`src/aie_pkg.sv`:
```
/*
 * aie_pkg: shared constants for the add instruction execute block.
 * assumes a 32-bit APB register map and a 12-bit data address.
 */
package aie_pkg;
    // instruction word fields
    localparam logic [7:0] OP_LIT = 8'h0f;
    localparam logic [5:0] OP_FADD = 6'h09;
    localparam logic [5:0] OP_FADDC = 6'h08;
    localparam int OPC_HI = 15;
    localparam int OPC_LO8 = 8;
    localparam int OPC_LO6 = 10;
    localparam int DEST_BIT = 9;
    localparam int BANKSEL_BIT = 8;
    localparam logic [7:0] INDEX_LIMIT = 8'h5f;
    localparam logic [7:0] ACCESS_SPLIT = 8'h60;
    localparam logic [3:0] ACCESS_HI_BANK = 4'hf;

    // register byte offsets
    localparam logic [7:0] REG_CTRL = 8'h00;
    localparam logic [7:0] REG_ACC = 8'h04;
    localparam logic [7:0] REG_FLAGS = 8'h08;
    localparam logic [7:0] REG_INDEX = 8'h0c;
    localparam logic [7:0] REG_PC = 8'h10;
    localparam logic [7:0] REG_LAST = 8'h14;

    // control field positions
    localparam int CTRL_RUN = 0;
    localparam int CTRL_EXT = 1;
    localparam int CTRL_BANK_LO = 8;

    // flag bit positions
    localparam int FLAG_C = 0;
    localparam int FLAG_DC = 1;
    localparam int FLAG_Z = 2;
    localparam int FLAG_OV = 3;
    localparam int FLAG_N = 4;
    localparam int FLAG_W = 5;

    // reset values
    localparam logic [7:0] ACC_RST = 8'h00;
    localparam logic [4:0] FLAGS_RST = 5'h00;
    localparam logic [11:0] INDEX_RST = 12'h000;

    // quarter phases of one instruction cycle
    typedef enum logic [3:0] {
        Q1 = 4'b0001,
        Q2 = 4'b0010,
        Q3 = 4'b0100,
        Q4 = 4'b1000
    } aie_quarter_t;
endpackage
```
`src/aie_adder.sv`:
```
/*
 * aie_adder: 8-bit adder with carry in and the five arithmetic flags.
 * purely combinational; the caller registers the results.
 */
`timescale 1ns/1ps
module aie_adder
(
    // operands
    input wire logic [7:0] a,
    input wire logic [7:0] b,
    input wire logic cin,
    // results
    output logic [7:0] sum,
    output logic [4:0] flags
);
    logic [8:0] full;
    logic [4:0] low;

    // flags follow the unsigned and two's complement views of the same sum
    assign full = {1'b0, a} + {1'b0, b} + {8'h00, cin};
    assign low = {1'b0, a[3:0]} + {1'b0, b[3:0]} + {4'h0, cin};
    assign sum = full[7:0];
    assign flags[aie_pkg::FLAG_C] = full[8];
    assign flags[aie_pkg::FLAG_DC] = low[4];
    assign flags[aie_pkg::FLAG_Z] = (full[7:0] == 8'h00);
    assign flags[aie_pkg::FLAG_OV] = (a[7] == b[7]) && (full[7] != a[7]);
    assign flags[aie_pkg::FLAG_N] = full[7];
endmodule

```
`src/aie_core.sv`:
```
/*
 * aie_core: executes the three add instructions over four quarters,
 * with an APB register file for control, accumulator and flags.
 * assumes the fetch unit holds instr_word/instr_valid during quarter one
 * and the data memory answers mem_rdata in the cycle mem_re is high.
 */
// Implementation choices: the placing of the registers and the APB register port.
`timescale 1ns/1ps
// Operation
// - literal add into accumulator, flags updated
// - literal add opcode upper byte 0000 1111
// - literal add: decode, read, compute, write
// - file add sums accumulator and data byte
// - carry add also adds current carry flag
// - destination bit: 0 accumulator, 1 file
// - bank bit: 0 access, 1 bank pointer
// - extended set, bank 0, f<=95: indexed
// - file add: decode, read, compute, write
module aie_core
#(
    parameter int BANK_W = 4
)
(
    // clock and reset
    input wire logic pclk,
    input wire logic presetn,
    // apb slave
    input wire logic psel,
    input wire logic penable,
    input wire logic pwrite,
    input wire logic [7:0] paddr,
    input wire logic [31:0] pwdata,
    output logic [31:0] prdata,
    output logic pready,
    output logic pslverr,
    // instruction fetch
    input wire logic [15:0] instr_word,
    input wire logic instr_valid,
    output logic pc_step,
    output logic [3:0] quarter,
    // data memory
    output logic [11:0] mem_addr,
    output logic mem_re,
    output logic mem_we,
    output logic [7:0] mem_wdata,
    input wire logic [7:0] mem_rdata,
    // architectural state
    output logic [7:0] acc,
    output logic [4:0] flags
);
    if (BANK_W < 1 || BANK_W > 4)
        $error("BANK_W must lie between 1 and 4");

    aie_pkg::aie_quarter_t state;
    logic run;
    logic ext_en;
    logic [BANK_W-1:0] bank_pointer;
    logic [11:0] index_base;
    logic [15:0] pc_count;
    logic [15:0] cur_word;
    logic live;
    logic [7:0] operand;
    logic [7:0] res;
    logic [4:0] res_flags;
    logic to_acc;

    // decode: quarter one looks at the fetch port, later the held word
    logic [15:0] dw;
    logic literal_add_op;
    logic file_add_op;
    logic file_add_carry_op;
    logic is_add;
    logic is_file;
    logic issue;
    logic [7:0] fa;
    logic [11:0] eff_addr;
    assign dw = (state == aie_pkg::Q1) ? instr_word : cur_word;
    assign literal_add_op =
        dw[aie_pkg::OPC_HI:aie_pkg::OPC_LO8] == aie_pkg::OP_LIT;
    assign file_add_op =
        dw[aie_pkg::OPC_HI:aie_pkg::OPC_LO6] == aie_pkg::OP_FADD;
    assign file_add_carry_op =
        dw[aie_pkg::OPC_HI:aie_pkg::OPC_LO6] == aie_pkg::OP_FADDC;
    assign is_file = file_add_op | file_add_carry_op;
    assign is_add = literal_add_op | is_file;
    assign issue = (state == aie_pkg::Q1) && run && instr_valid && is_add;
    assign fa = dw[7:0];

    // data address: indexed, access bank or bank pointer
    logic idx_mode;
    logic [11:0] bank_addr;
    logic [11:0] access_addr;
    assign idx_mode = !dw[aie_pkg::BANKSEL_BIT] && ext_en
        && (fa <= aie_pkg::INDEX_LIMIT);
    assign bank_addr = 12'({bank_pointer, fa});
    assign access_addr = (fa < aie_pkg::ACCESS_SPLIT) ? {4'h0, fa}
        : {aie_pkg::ACCESS_HI_BANK, fa};
    assign eff_addr = idx_mode ? 12'(index_base + {4'h0, fa})
        : dw[aie_pkg::BANKSEL_BIT] ? bank_addr : access_addr;

    // adder sees carry only for the carry form
    logic [7:0] sum;
    logic [4:0] sum_flags;
    logic cin;
    assign cin = file_add_carry_op & flags[aie_pkg::FLAG_C];
    aie_adder u_adder
    (
        .a(acc),
        .b(operand),
        .cin(cin),
        .sum(sum),
        .flags(sum_flags)
    );

    // apb decode; zero wait states, pready raised in the access phase
    logic setup;
    logic wr_go;
    logic hit;
    logic [31:0] rd_mux;
    assign setup = psel && !penable && !pready;
    assign wr_go = psel && penable && pready && pwrite;
    assign hit = (paddr == aie_pkg::REG_CTRL) || (paddr == aie_pkg::REG_ACC)
        || (paddr == aie_pkg::REG_FLAGS) || (paddr == aie_pkg::REG_INDEX)
        || (paddr == aie_pkg::REG_PC) || (paddr == aie_pkg::REG_LAST);
    always_comb
    begin
        rd_mux = 32'h0000_0000;
        case (paddr)
            aie_pkg::REG_CTRL:
            begin
                rd_mux[aie_pkg::CTRL_RUN] = run;
                rd_mux[aie_pkg::CTRL_EXT] = ext_en;
                rd_mux[aie_pkg::CTRL_BANK_LO +: BANK_W] = bank_pointer;
            end
            aie_pkg::REG_ACC: rd_mux[7:0] = acc;
            aie_pkg::REG_FLAGS: rd_mux[4:0] = flags;
            aie_pkg::REG_INDEX: rd_mux[11:0] = index_base;
            aie_pkg::REG_PC: rd_mux[15:0] = pc_count;
            aie_pkg::REG_LAST: rd_mux[15:0] = cur_word;
            default: rd_mux = 32'h0000_0000;
        endcase
    end

    // bus answer registered so every output comes from a flop
    always_ff @(posedge pclk or negedge presetn)
    begin
        if (!presetn)
        begin
            pready <= 1'b0;
            prdata <= 32'h0000_0000;
            pslverr <= 1'b0;
        end
        else
        begin
            pready <= setup;
            prdata <= setup ? rd_mux : 32'h0000_0000;
            pslverr <= setup && !hit;
        end
    end

    // control registers, software only
    always_ff @(posedge pclk or negedge presetn)
    begin
        if (!presetn)
        begin
            run <= 1'b0;
            ext_en <= 1'b0;
            bank_pointer <= '0;
            index_base <= aie_pkg::INDEX_RST;
        end
        else if (wr_go && paddr == aie_pkg::REG_CTRL)
        begin
            run <= pwdata[aie_pkg::CTRL_RUN];
            ext_en <= pwdata[aie_pkg::CTRL_EXT];
            bank_pointer <= pwdata[aie_pkg::CTRL_BANK_LO +: BANK_W];
        end
        else if (wr_go && paddr == aie_pkg::REG_INDEX)
            index_base <= pwdata[11:0];
    end

    // quarter sequencer, one quarter per clock
    always_ff @(posedge pclk or negedge presetn)
    begin
        if (!presetn)
            state <= aie_pkg::Q1;
        else
        begin
            case (state)
                aie_pkg::Q1: state <= aie_pkg::Q2;
                aie_pkg::Q2: state <= aie_pkg::Q3;
                aie_pkg::Q3: state <= aie_pkg::Q4;
                aie_pkg::Q4: state <= aie_pkg::Q1;
                default: state <= aie_pkg::Q1;
            endcase
        end
    end
    assign quarter = state;

    // q1 decode and read request, q2 operand, q3 compute
    always_ff @(posedge pclk or negedge presetn)
    begin
        if (!presetn)
        begin
            cur_word <= 16'h0000;
            live <= 1'b0;
            mem_addr <= 12'h000;
            mem_re <= 1'b0;
            operand <= 8'h00;
            res <= 8'h00;
            res_flags <= aie_pkg::FLAGS_RST;
            to_acc <= 1'b0;
            mem_we <= 1'b0;
            mem_wdata <= 8'h00;
            pc_step <= 1'b0;
        end
        else
        begin
            mem_re <= 1'b0;
            mem_we <= 1'b0;
            pc_step <= 1'b0;
            case (state)
                aie_pkg::Q1:
                begin
                    live <= issue;
                    if (issue)
                        cur_word <= instr_word;
                    if (issue && is_file)
                    begin
                        mem_addr <= eff_addr;
                        mem_re <= 1'b1;
                    end
                end
                aie_pkg::Q2:
                    operand <= literal_add_op ? fa : mem_rdata;
                aie_pkg::Q3:
                    if (live)
                    begin
                        res <= sum;
                        res_flags <= sum_flags;
                        to_acc <= literal_add_op
                            || !cur_word[aie_pkg::DEST_BIT];
                        mem_we <= is_file
                            && cur_word[aie_pkg::DEST_BIT];
                        mem_wdata <= sum;
                        pc_step <= 1'b1;
                    end
                default: live <= live;
            endcase
        end
    end

    // q4 commit; a core write beats a software write in the same edge
    logic commit;
    assign commit = (state == aie_pkg::Q4) && live;
    always_ff @(posedge pclk or negedge presetn)
    begin
        if (!presetn)
        begin
            acc <= aie_pkg::ACC_RST;
            flags <= aie_pkg::FLAGS_RST;
            pc_count <= 16'h0000;
        end
        else
        begin
            if (commit && to_acc)
                acc <= res;
            else if (wr_go && paddr == aie_pkg::REG_ACC)
                acc <= pwdata[7:0];
            if (commit)
                flags <= res_flags;
            else if (wr_go && paddr == aie_pkg::REG_FLAGS)
                flags <= pwdata[aie_pkg::FLAG_W-1:0];
            if (commit)
                pc_count <= 16'(pc_count + 16'h0001);
        end
    end
endmodule

```
`config.mk`:
```
export PLATFORM = sky130hd
export DESIGN_NAME = aie_core
export DESIGN_NICKNAME = d
export VERILOG_FILES = /design/src/aie_pkg.sv /design/src/aie_adder.sv /design/src/aie_core.sv
export SDC_FILE = /design/constraint.sdc
export NUM_CORES = 1
export LEC_CHECK = 0
export BUFFER_PORTS_ARGS = -buffer_cell sky130_fd_sc_hd__buf_4
export CAP_MARGIN = 20
export CORE_ASPECT_RATIO = 0.9
export CORE_MARGIN = 3
export CORE_UTILIZATION = 35
export CTS_BUF_LIST = sky130_fd_sc_hd__clkbuf_8
export DETAILED_ROUTE_END_ITERATION = 10
export PLACE_DENSITY = 0.65
export SYNTH_ARGS = -nofsm -noshare
export SYNTH_HDL_FRONTEND = slang
export SYNTH_SLANG_ARGS = --single-unit
```
`constraint.sdc`:
```
create_clock -name pclk -period 3.3 [get_ports pclk]
set_input_delay 0.33 -clock pclk [delete_from_list [all_inputs] [get_ports pclk]]
set_output_delay 0.33 -clock pclk [all_outputs]
set_load 0.02 [all_outputs]
```
==> metrics.txt, run 1 <==
CTS clock-pin slew for the worst setup and hold paths=0.07 ns; placed cell count=around 960; cell count of the worst reg-to-reg path=12; FP Rows=45; nets@finish=about 830; Placement Cell Area=~0.0074 sq mm; Slew HR=0.494; R2R setup slack=0.12 ns; main flop type after synthesis=dfrtp_1; wire per inst=approximately 18 um; vias in the first global route=5089; r2r endpoint=res_flags[2]; Post-Syn Instances=607; layout cells sized above 1=0.299; post-layout power=0.00307 W; Congestion Overflow GR=0; critical path arrival=3.51 ns; Clock Latency Late Sink=roughly 0.45 ns; Synth area leader=dfrtp_1; crit path max fanout=8; number of max-slew violations in the final report=0; CP endpoint kind=register; power per standard cell area=387 mW/mm^2; Flop pwr share=0.492; CTS tree=done; GPL Wtd Cong=0.872; fmax=about 310 MHz; crit path time final=3.18 ns; most common cell in the netlist=dfrtp_1; largest net degree at the start of global routing=50; Antenna Nets Post-Route=0; Worst setup SP type=register; Req. time, crit path=3.63 ns; final clock skew=0.0112 ns; RR Startpoint=quarter[0]; peak supply drop=~0.24 mV; initial antenna violation count=0; Logic pwr share=0.081; DR pass1 iterations=9; status=complete, no violations; Syn. warnings=0; endpoints failing hold=0; sequential share of the synthesized area=0.487; Switch Pwr=0.000748 W; Mapped Area=0.00627 sq mm; crit share post-route=0.964; Cell variety after synth=61; Synth Register Bits=122; commonest cells in the netlist=dfrtp_1, nand2_1, o21ai_0, a21oi_1, nor2_1; Slew @ Worst Pin=0.757 ns; Min-Delay Path Class=in -> reg; main area contributors after synthesis=dfrtp_1, nand2_1, mux2_2, mux2i_1, ha_1; fillers=1706; Num Clock Sinks=~120; Max-Cap Viols=0; H-tree depth=4; Critical Path Source=quarter[0]; # diodes=0; P_int=approximately 0.0023 W; setup violators final=0; gr usage total=0.187; Crit Path Category=reg -> reg; Clk pwr share=0.427; Post-synth EDFFs=0; IO Port Bufs=107; Die Y=133 um; clock buffer depth=2; clock root buffer=clkbuf_8; Leak=3.85 nW; Initial Util=0.364; Switching Share=0.244; hold_ws=roughly 0.13 ns; synthesized area per cell=about 10 sq um; Core Footprint=0.0172 sq mm; drt total wl=~18000 um; post-synth top area share=0.483; Die Area=around 0.020 sq mm; first-pass GRT wire length=28400 um; post-DP HPWL=13600 um; via density per instance=5.13; # IOs=144; Die W=147 um; Inserted Clock Buffers=17; Vias=between 5000 and 6000; Design Area, Final=0.00793 sq mm; area grow syn2layout=26.6%; DRT iter0 DRCs=431; DRC Markers=0; non-filler instance count after layout=993; Critical Path End=res_flags[2]; Async SR Flop Fraction=1.00
[layout make-up]
| cell class | count | area (sq um) | area share |
|---|---|---|---|
| sequential | 122 | 3050 | 0.385 |
| timing repair buffer | 145 | 1120 | 0.141 |
| tap | 235 | 294 | 0.0371 |
| clock inverter | 12 | 109 | 0.0137 |
| clock buffer | 20 | 275 | 0.0347 |
| multi-input combinational | 446 | 3040 | 0.383 |
| inverter | 13 | 48.8 | 0.00615 |
[state kept, by name (all words and copies together), names as in the netlist]
register,cells
cur_word,16
pc_count,16
prdata,16
index_base,12
mem_addr,12
acc,8
operand,8
res,8
flags,5
bank_pointer,4
quarter,4
res_flags,4
ext_en,1
live,1
mem_re,1
mem_we,1
pc_step,1
pready,1
pslverr,1
run,1
to_acc,1
[per-stage QoR]
step	setup TNS, ns	setup slack, ns	util
after floorplan	0	0.0157	-
after global placement	-0.0747	-0.0747	0.431
after detailed placement	-0.128	-0.128	0.431
after CTS	0	0.0000835	0.456
after global routing	-0.00773	-0.00517	0.460
final	0	0.119	0.460
[timing repair]
action / CTS / global route
setup endpoints to repair: 2 / 5
hold buffers: 1 / 0
pin swaps: 1 / 10
hold endpoints to repair: 46 / 0
gates resized for setup: 6 / 13
buffers inserted: 1 / 4
[critical path: stages, from the launching register on]
cell and delay, ns:
dfstp_2 0.53, or4b_4 0.52, buf_12 0.17, nand2_1 0.06, and4_4 0.24, fa_2 0.22, inv_2 0.04, fa_2 0.38
buf_4 0.15, xor2_1 0.15, and4b_1 0.18, and3_1 0.18, a32o_1 0.24
[power groups by stage]
stage / clock network [W] / registers, W / logic (W)
2_1_floorplan: 0 / 0.00154 / 0.000111
3_3_place_gp: 0 / 0.00154 / 0.000235
3_5_place_dp: 0 / 0.00154 / 0.000235
4_1_cts: 0.00133 / 0.00151 / 0.000240
5_1_grt: 0.00141 / 0.00151 / 0.000275
6_report: 0.00131 / 0.00151 / 0.000248
[how the worst min path moves through the flow]
stage	end	slack (ns)	depth (start not counted)	from
global placement	prdata[15]	0.39	1	presetn
CTS	cur_word[9]	0.10	2	instr_word[9]
floorplan	acc[0]	0.03	0	presetn
detailed placement	prdata[15]	0.39	1	presetn
global route	cur_word[9]	0.1	2	instr_word[9]
finish	index_base[10]	0.13	2	pwdata[10]
[metal layers]
| layer | global-route usage | vias up | wire (um) |
|---|---|---|---|
| met2 | 0.267 | 165 | 7650 |
| li1 | - | 2414 | - |
| met4 | 0.0455 | 0 | 242 |
| met1 | 0.278 | 2494 | 8780 |
| met5 | 0 | - | 0 |
| met3 | 0.0551 | 17 | 1240 |
[layout by cell type (no fill, tap or decap), types with 3 or more instances in the layout]
| master | synthesis | routed |
|---|---|---|
| conb_1 | 1 | 16 |
| a21o_1 | 5 | 5 |
| a21oi_2 | 0 | 3 |
| xor2_1 | 7 | 7 |
| o31ai_1 | 4 | 3 |
| ha_1 | 16 | 16 |
| mux2_4 | 6 | 6 |
| inv_1 | 10 | 14 |
| buf_4 | 17 | 142 |
| and4_1 | 5 | 4 |
| mux2i_1 | 30 | 30 |
| a222oi_1 | 12 | 12 |
| and2_1 | 5 | 5 |
| nor3_1 | 10 | 10 |
| nand2_1 | 97 | 97 |
| nor2_1 | 33 | 33 |
| and3_1 | 7 | 7 |
| clkinv_2 | 0 | 3 |
| a22oi_1 | 6 | 5 |
| nand4_1 | 4 | 4 |
| xnor2_1 | 21 | 21 |
| clkbuf_8 | 0 | 20 |
| mux2_2 | 27 | 27 |
| dfrtp_1 | 121 | 121 |
| o21ai_0 | 38 | 37 |
| o21bai_1 | 3 | 3 |
| nand3_1 | 15 | 15 |
| a21oi_1 | 36 | 33 |
| and4b_1 | 4 | 4 |
[cell families after synthesis]
| group | count (synthesis) | synth area share |
|---|---|---|
| AOI/OAI and AO/OA | 122 | 0.123 |
| xor gates and xnor gates | 28 | 0.0391 |
| adders and majority gates | 19 | 0.0415 |
| buffers and inverters | 54 | 0.0481 |
| DFF | 122 | 0.487 |
| muxes | 63 | 0.111 |
| other | 1 | 0.000598 |
| and+or+nand+nor | 198 | 0.150 |
Note: power is estimated with default switching activity, not from simulation.
==> inputs of run 2 (changes only) <==
==> constraint.sdc (replaced) <==
create_clock -name pclk -period 3.3 [get_ports pclk]
set_input_delay 0.825 -clock pclk [delete_from_list [all_inputs] [get_ports pclk]]
set_output_delay 0.825 -clock pclk [all_outputs]
set_load 0.02 [all_outputs]
==> run 2 against run 1 <==
Fmax shrank 1.7%. Clock power up 21%. First-iteration DRC count up 5.6%. Setup slack lost 0.055 ns. Sequential share of layout area down 0.49 points. Register-to-register slack worse by 0.06 ns. Non-clock buffer count rose by 5. Via count is 0.29% higher. Worst hold slack better by 0.30 ns. Combinational power shrank 2%.
==> metrics.txt, run 2 (same netlist as run 1, synthesis figures left out) <==
status=complete, no violations; crit share post-route=0.981 (+0.0167); nets@finish=839 (+0.60%); GPL Wtd Cong=0.891 (+2.2%); Congestion Overflow GR=0 (unchanged); Die Y=133 um (unchanged); r2r endpoint=res_flags[2]; # diodes=0 (unchanged); wire per inst=18.0 um (-0.23%); post-DP HPWL=13600 um (-0.29%); vias in the first global route=5061 (-0.55%); Leak=3.90 nW (+1.5%); IO Port Bufs=107 (unchanged); CTS clock-pin slew for the worst setup and hold paths=0.07 ns (about the same); critical path cell sequence=or4b_4 -> buf_6 -> nand2_1 -> and4_4 -> fa_2 -> inv_1 -> fa_1 -> nor2b_2 -> o31ai_2 -> buf_4 -> a211oi_2 -> nor2_1 -> a32o_1; Final WS setup=0.0636 ns (-0.0550 ns); initial antenna violation count=0 (unchanged); power per standard cell area=416 mW/mm^2 (+7.6%); Slew @ Worst Pin=0.675 ns (-0.0814 ns); Crit Path Category=reg -> reg; most common cell after layout, fill and taps aside=buf_4; number of max-slew violations in the final report=0 (unchanged); Clock Latency Late Sink=0.47 ns (+0.02 ns); fmax=309 MHz (-1.7%); setup violators final=0 (unchanged); Hold-fix buffers, CTS=0 (-1); first-pass GRT wire length=28100 um (-1.0%); Antenna Nets Post-Route=0 (unchanged); via density per instance=5.12 (-0.11%); crit path time final=3.24 ns (+0.0550 ns); DRT iter0 DRCs=455 (+5.6%); Slowest Stage Delay on Critical Path=0.52 ns (about the same); cell count of the worst reg-to-reg path=13 (+1); Slew HR=0.550 (+0.0554); Max-Cap Viols=0 (unchanged); area grow syn2layout=28.2%; WP buf/inv=3 (unchanged); Worst setup SP type=register; Min-Delay Path Class=in -> async; Req. time, crit path=3.65 ns (+0.02 ns); Core Footprint=0.0172 sq mm (unchanged); DR pass1 iterations=5 (-4); layout cells sized above 1=0.307 (+0.00761); Core Util, Final=0.466 (+0.00588); RR Startpoint=quarter[0]; Vias=5105 (+0.29%); FP Rows=45 (unchanged); drt total wl=17900 um (+0.17%); clock root buffer=clkbuf_8; critical path arrival=3.59 ns (+0.08 ns); Inserted Clock Buffers=17 (unchanged); endpoints failing hold=0 (unchanged); # IOs=144 (unchanged); Crit-path slowest cell=dfstp_2; peak supply drop=0.234 mV (-2.2%); final clock skew=0.0212 ns (+0.0100 ns); CTS tree=done; DRC Markers=0 (unchanged); H-tree depth=4 (unchanged); clock buffer depth=2 (unchanged); Die W=147 um (unchanged); R2R setup slack=0.06 ns (-0.06 ns); pre-CTS setup slack=-0.282 ns (-0.154 ns); commonest non-fill, non-tap cells in the layout=buf_4, dfrtp_1, nand2_1; largest net degree at the start of global routing=123 (+150%); CP endpoint kind=register; Setup TNS=0 ns (unchanged); Num Clock Sinks=122 (unchanged); Largest delay share family, worst path=simple AND/OR/NAND/NOR gates; hold_ws=0.429 ns (+0.301 ns); Initial Util=0.364 (unchanged); biggest regs=cur_word (16), pc_count (16), prdata (16); crit path max fanout=7 (-1); gr usage total=0.187 (-0.000541); Die Area=0.0196 sq mm (unchanged)
run 2: routing by layer:
layer | vias to the layer above | track usage | wire length, um | part of all wire
li1 | 2414 | - | - | -
met1 | 2471 | 0.276 | 8580 | 0.48
met2 | 199 | 0.273 | 7810 | 0.43
met3 | 21 | 0.0486 | 1360 | 0.076
met4 | 0 | 0.0461 | 199 | 0.011
met5 | - | 0 | 0 | 0
run 2: per-stage QoR:
step | cell area, sq um | total power (W) | instances
floorplan | 6340 | 0.00165 | 622
global placement | 7510 | 0.00178 | 965
detailed placement | 7510 | 0.00178 | 965
CTS | 8000 | 0.00337 | 997
global route | 8040 | 0.00346 | 997
finish | 8040 | 0.00334 | 997
run 2: timing repair:
action / in CTS / in global routing
setup buffers: 1 / 0
endpoints found under the setup margin: 4 / 6
gates resized for setup: 4 / 10
pin swaps: 2 / 2
run 2: worst max path at each step:
stage | from | to | slack [ns] | cells past startpoint
global placement | instr_word[12] | res_flags[2] | -0.27 | 13
CTS | quarter[0] | res_flags[2] | 0.01 | 12
floorplan | quarter[0] | res_flags[2] | 0.02 | 15
finish | quarter[0] | res_flags[2] | 0.06 | 13
global route | quarter[0] | res_flags[2] | -0.02 | 13
detailed placement | instr_word[12] | res_flags[2] | -0.28 | 13
run 2: final cells by class:
class,instances,area (sq um)
multi-input combinational,446,3030
clock buffer,22,303
sequential,122,3050
tap,235,294
clock inverter,9,168
fill,1680,9190
inverter,13,48.8
timing repair buffer,150,1140
run 2: power breakdown:
part	leakage, nW	internal [W]	total, W	switching, W
clock	0.247	0.000989	0.00159	0.000600
sequential	1.58	0.00150	0.00151	0.00000763
combinational	2.08	0.000104	0.000244	0.000140
total	3.90	0.00260	0.00334	0.000748
==> inputs of run 3 (changes only) <==
Settings changed: CAP_MARGIN 20 to 25, GPL_TIMING_DRIVEN from default to 0.
==> run 3 against run 2 <==
Cell count is 1.1% higher. Sequential cell count unchanged. Total power down 9.5%. Fmax down 0.55%. Global-route usage rose by 0.73 points. Setup slack worse by 0.018 ns. Clock-buffer cell count decreased by 1. Combinational power rose by 5%. First-iteration DRC count fell by 14%. Worst hold slack worse by 0.18 ns. Critical endpoint unchanged.
==> metrics.txt, run 3 (same netlist as run 1, synthesis figures left out) <==
Inserted Clock Buffers=17 (unchanged); IO Port Bufs=107 (unchanged); wire per inst=18.7 um (+3.7%); initial antenna violation count=0 (unchanged); commonest non-fill, non-tap cells in the layout=buf_4, dfrtp_1, nand2_1; crit path max fanout=4 (-3); pre-CTS setup slack=-0.429 ns (-0.147 ns); FP Rows=45 (unchanged); layout cells sized above 1=0.322 (+0.0150); Congestion Overflow GR=0 (unchanged); peak supply drop=0.253 mV (+8.4%); power per standard cell area=372 mW/mm^2 (-11%); RSZ-0062 raised after global routing=yes; Vias=5228 (+2.4%); CTS clock-pin slew for the worst setup and hold paths=0.08 ns (about the same); Leak=3.87 nW (-0.93%); Slew HR=0.394 (-0.156); vias in the first global route=5074 (+0.26%); P_int=0.00227 W (-13%); gr usage total=0.194 (+0.00734); status=complete, no violations; # diodes=0 (unchanged); clock buffer depth=2 (unchanged); largest net degree at the start of global routing=85 (-31%); CTS tree=done; Die W=147 um (unchanged); DRC Markers=0 (unchanged); Slew @ Worst Pin=0.903 ns (+0.227 ns); Die Area=0.0196 sq mm (unchanged); hold_ws=0.253 ns (-0.176 ns); drt total wl=18800 um (+4.8%); DR pass1 iterations=7 (+2); Switching Share=0.251 (+0.0270); # IOs=144 (unchanged); Antenna Nets Post-Route=0 (unchanged); Max-Cap Viols=0 (unchanged); fmax=307 MHz (-0.55%); setup violators final=0 (unchanged); WP buf/inv=3 (unchanged); critical path arrival=3.61 ns (+0.02 ns); RR Startpoint=quarter[0]; clock root buffer=clkbuf_8; crit path time final=3.25 ns (+0.0177 ns); Worst setup SP type=register; endpoints failing hold=0 (unchanged); Flop pwr share=0.499 (+0.047); Initial Util=0.364 (unchanged); critical path cell sequence=or4b_4 -> buf_6 -> o21ai_4 -> and4_4 -> fa_2 -> inv_2 -> fa_2 -> buf_6 -> xor2_1 -> and4b_1 -> and3_4 -> a32o_1; via density per instance=5.19 (+1.3%); Critical Path Source=quarter[0]; Logic pwr share=0.085 (+0.012); Req. time, crit path=3.65 ns (about the same); post-DP HPWL=13900 um (+2.4%); Core Footprint=0.0172 sq mm (unchanged); Final WS setup=0.0458 ns (-0.0177 ns); H-tree depth=4 (unchanged); non-filler instance count after layout=1008 (+1.1%); post-layout power=0.00303 W (-9.5%); Die Y=133 um (unchanged); final clock skew=0.0142 ns (-0.00698 ns); crit share post-route=0.986 (+0.00537); Crit-path slowest cell=or4b_4; number of max-slew violations in the final report=0 (unchanged); CP endpoint kind=register; DRT iter0 DRCs=390 (-14%); Clk pwr share=0.416 (-0.059); area grow syn2layout=29.7%; Switch Pwr=0.000759 W (+1.5%); GPL Wtd Cong=0.917 (+2.9%); Setup TNS=0 ns (unchanged); nets@finish=851 (+1.4%); Largest delay share family, worst path=simple AND/OR/NAND/NOR gates; Min-Delay Path Class=in -> async; Clock Latency Late Sink=0.46 ns (about the same); first-pass GRT wire length=29000 um (+3.2%); Num Clock Sinks=122 (unchanged); Slowest Stage Delay on Critical Path=0.54 ns (+0.02 ns); most common cell after layout, fill and taps aside=buf_4; biggest regs=cur_word (16), pc_count (16), prdata (16); placed cell count=965 (unchanged); Crit Path Category=reg -> reg
[run 3: final timing paths]
check,cells past startpoint,slack [ns],to
setup / recovery,12,0.05,res_flags[2]
hold / removal,1,0.25,pready
setup reg to reg,12,0.05,res_flags[2]
hold reg to reg,1,0.47,pc_count[15]
max in group asynchronous,2,2.26,pc_count[7]
min in group pclk,1,0.47,pc_count[15]
[run 3: layout make-up]
| type | count | area (sq um) |
|---|---|---|
| plain buffers | 40 | 273 |
| clock buffers | 21 | 289 |
| clock inverters | 9 | 75.1 |
| fillers | 1676 | 9100 |
| inverters | 13 | 53.8 |
| multi-input cells | 446 | 3150 |
| flip-flops and latches | 122 | 3050 |
| well taps | 235 | 294 |
| repair buffers | 122 | 947 |
[run 3: through the flow]
step | cell area (sq um) | utilization
3_3_place_gp | 7430 | 0.432
4_1_cts | 8000 | 0.465
2_1_floorplan | 6340 | -
6_report | 8130 | 0.472
3_5_place_dp | 7470 | 0.433
5_1_grt | 8130 | 0.472
[run 3: timing repair]
item                                    4_1_cts  5_1_grt
endpoints found under the setup margin       12       10
hold buffers                                  0        0
endpoints found under the hold margin         0        0
pin swaps                                     7       14
buffers inserted                             12        3
gates resized for setup                      22       28
[run 3: power groups by stage]
stage | clock (W) | combinational, W | sequential, W
after global routing | 0.00136 | 0.000284 | 0.00151
after global placement | 0 | 0.000229 | 0.00154
after detailed placement | 0 | 0.000235 | 0.00154
after CTS | 0.00128 | 0.000246 | 0.00151
after floorplan | 0 | 0.000111 | 0.00154
final | 0.00126 | 0.000257 | 0.00151
[run 3: layer usage]
layer / wire (um) / up-vias / share of wire / global-route usage
met5: 0 / - / 0 / 0
met1: 8810 / 2546 / 0.47 / 0.284
met4: 334 / 0 / 0.018 / 0.0595
li1: - / 2436 / - / -
met3: 1380 / 26 / 0.073 / 0.0435
met2: 8290 / 220 / 0.44 / 0.287
[run 3: worst reg2reg max path: stages, from the launching register on]
cell	delay, ns
dfstp_2	0.53
or4b_4	0.54
buf_6	0.17
o21ai_4	0.13
and4_4	0.27
fa_2	0.22
inv_2	0.04
fa_2	0.37
buf_6	0.13
xor2_1	0.16
and4b_1	0.21
and3_4	0.17
a32o_1	0.20
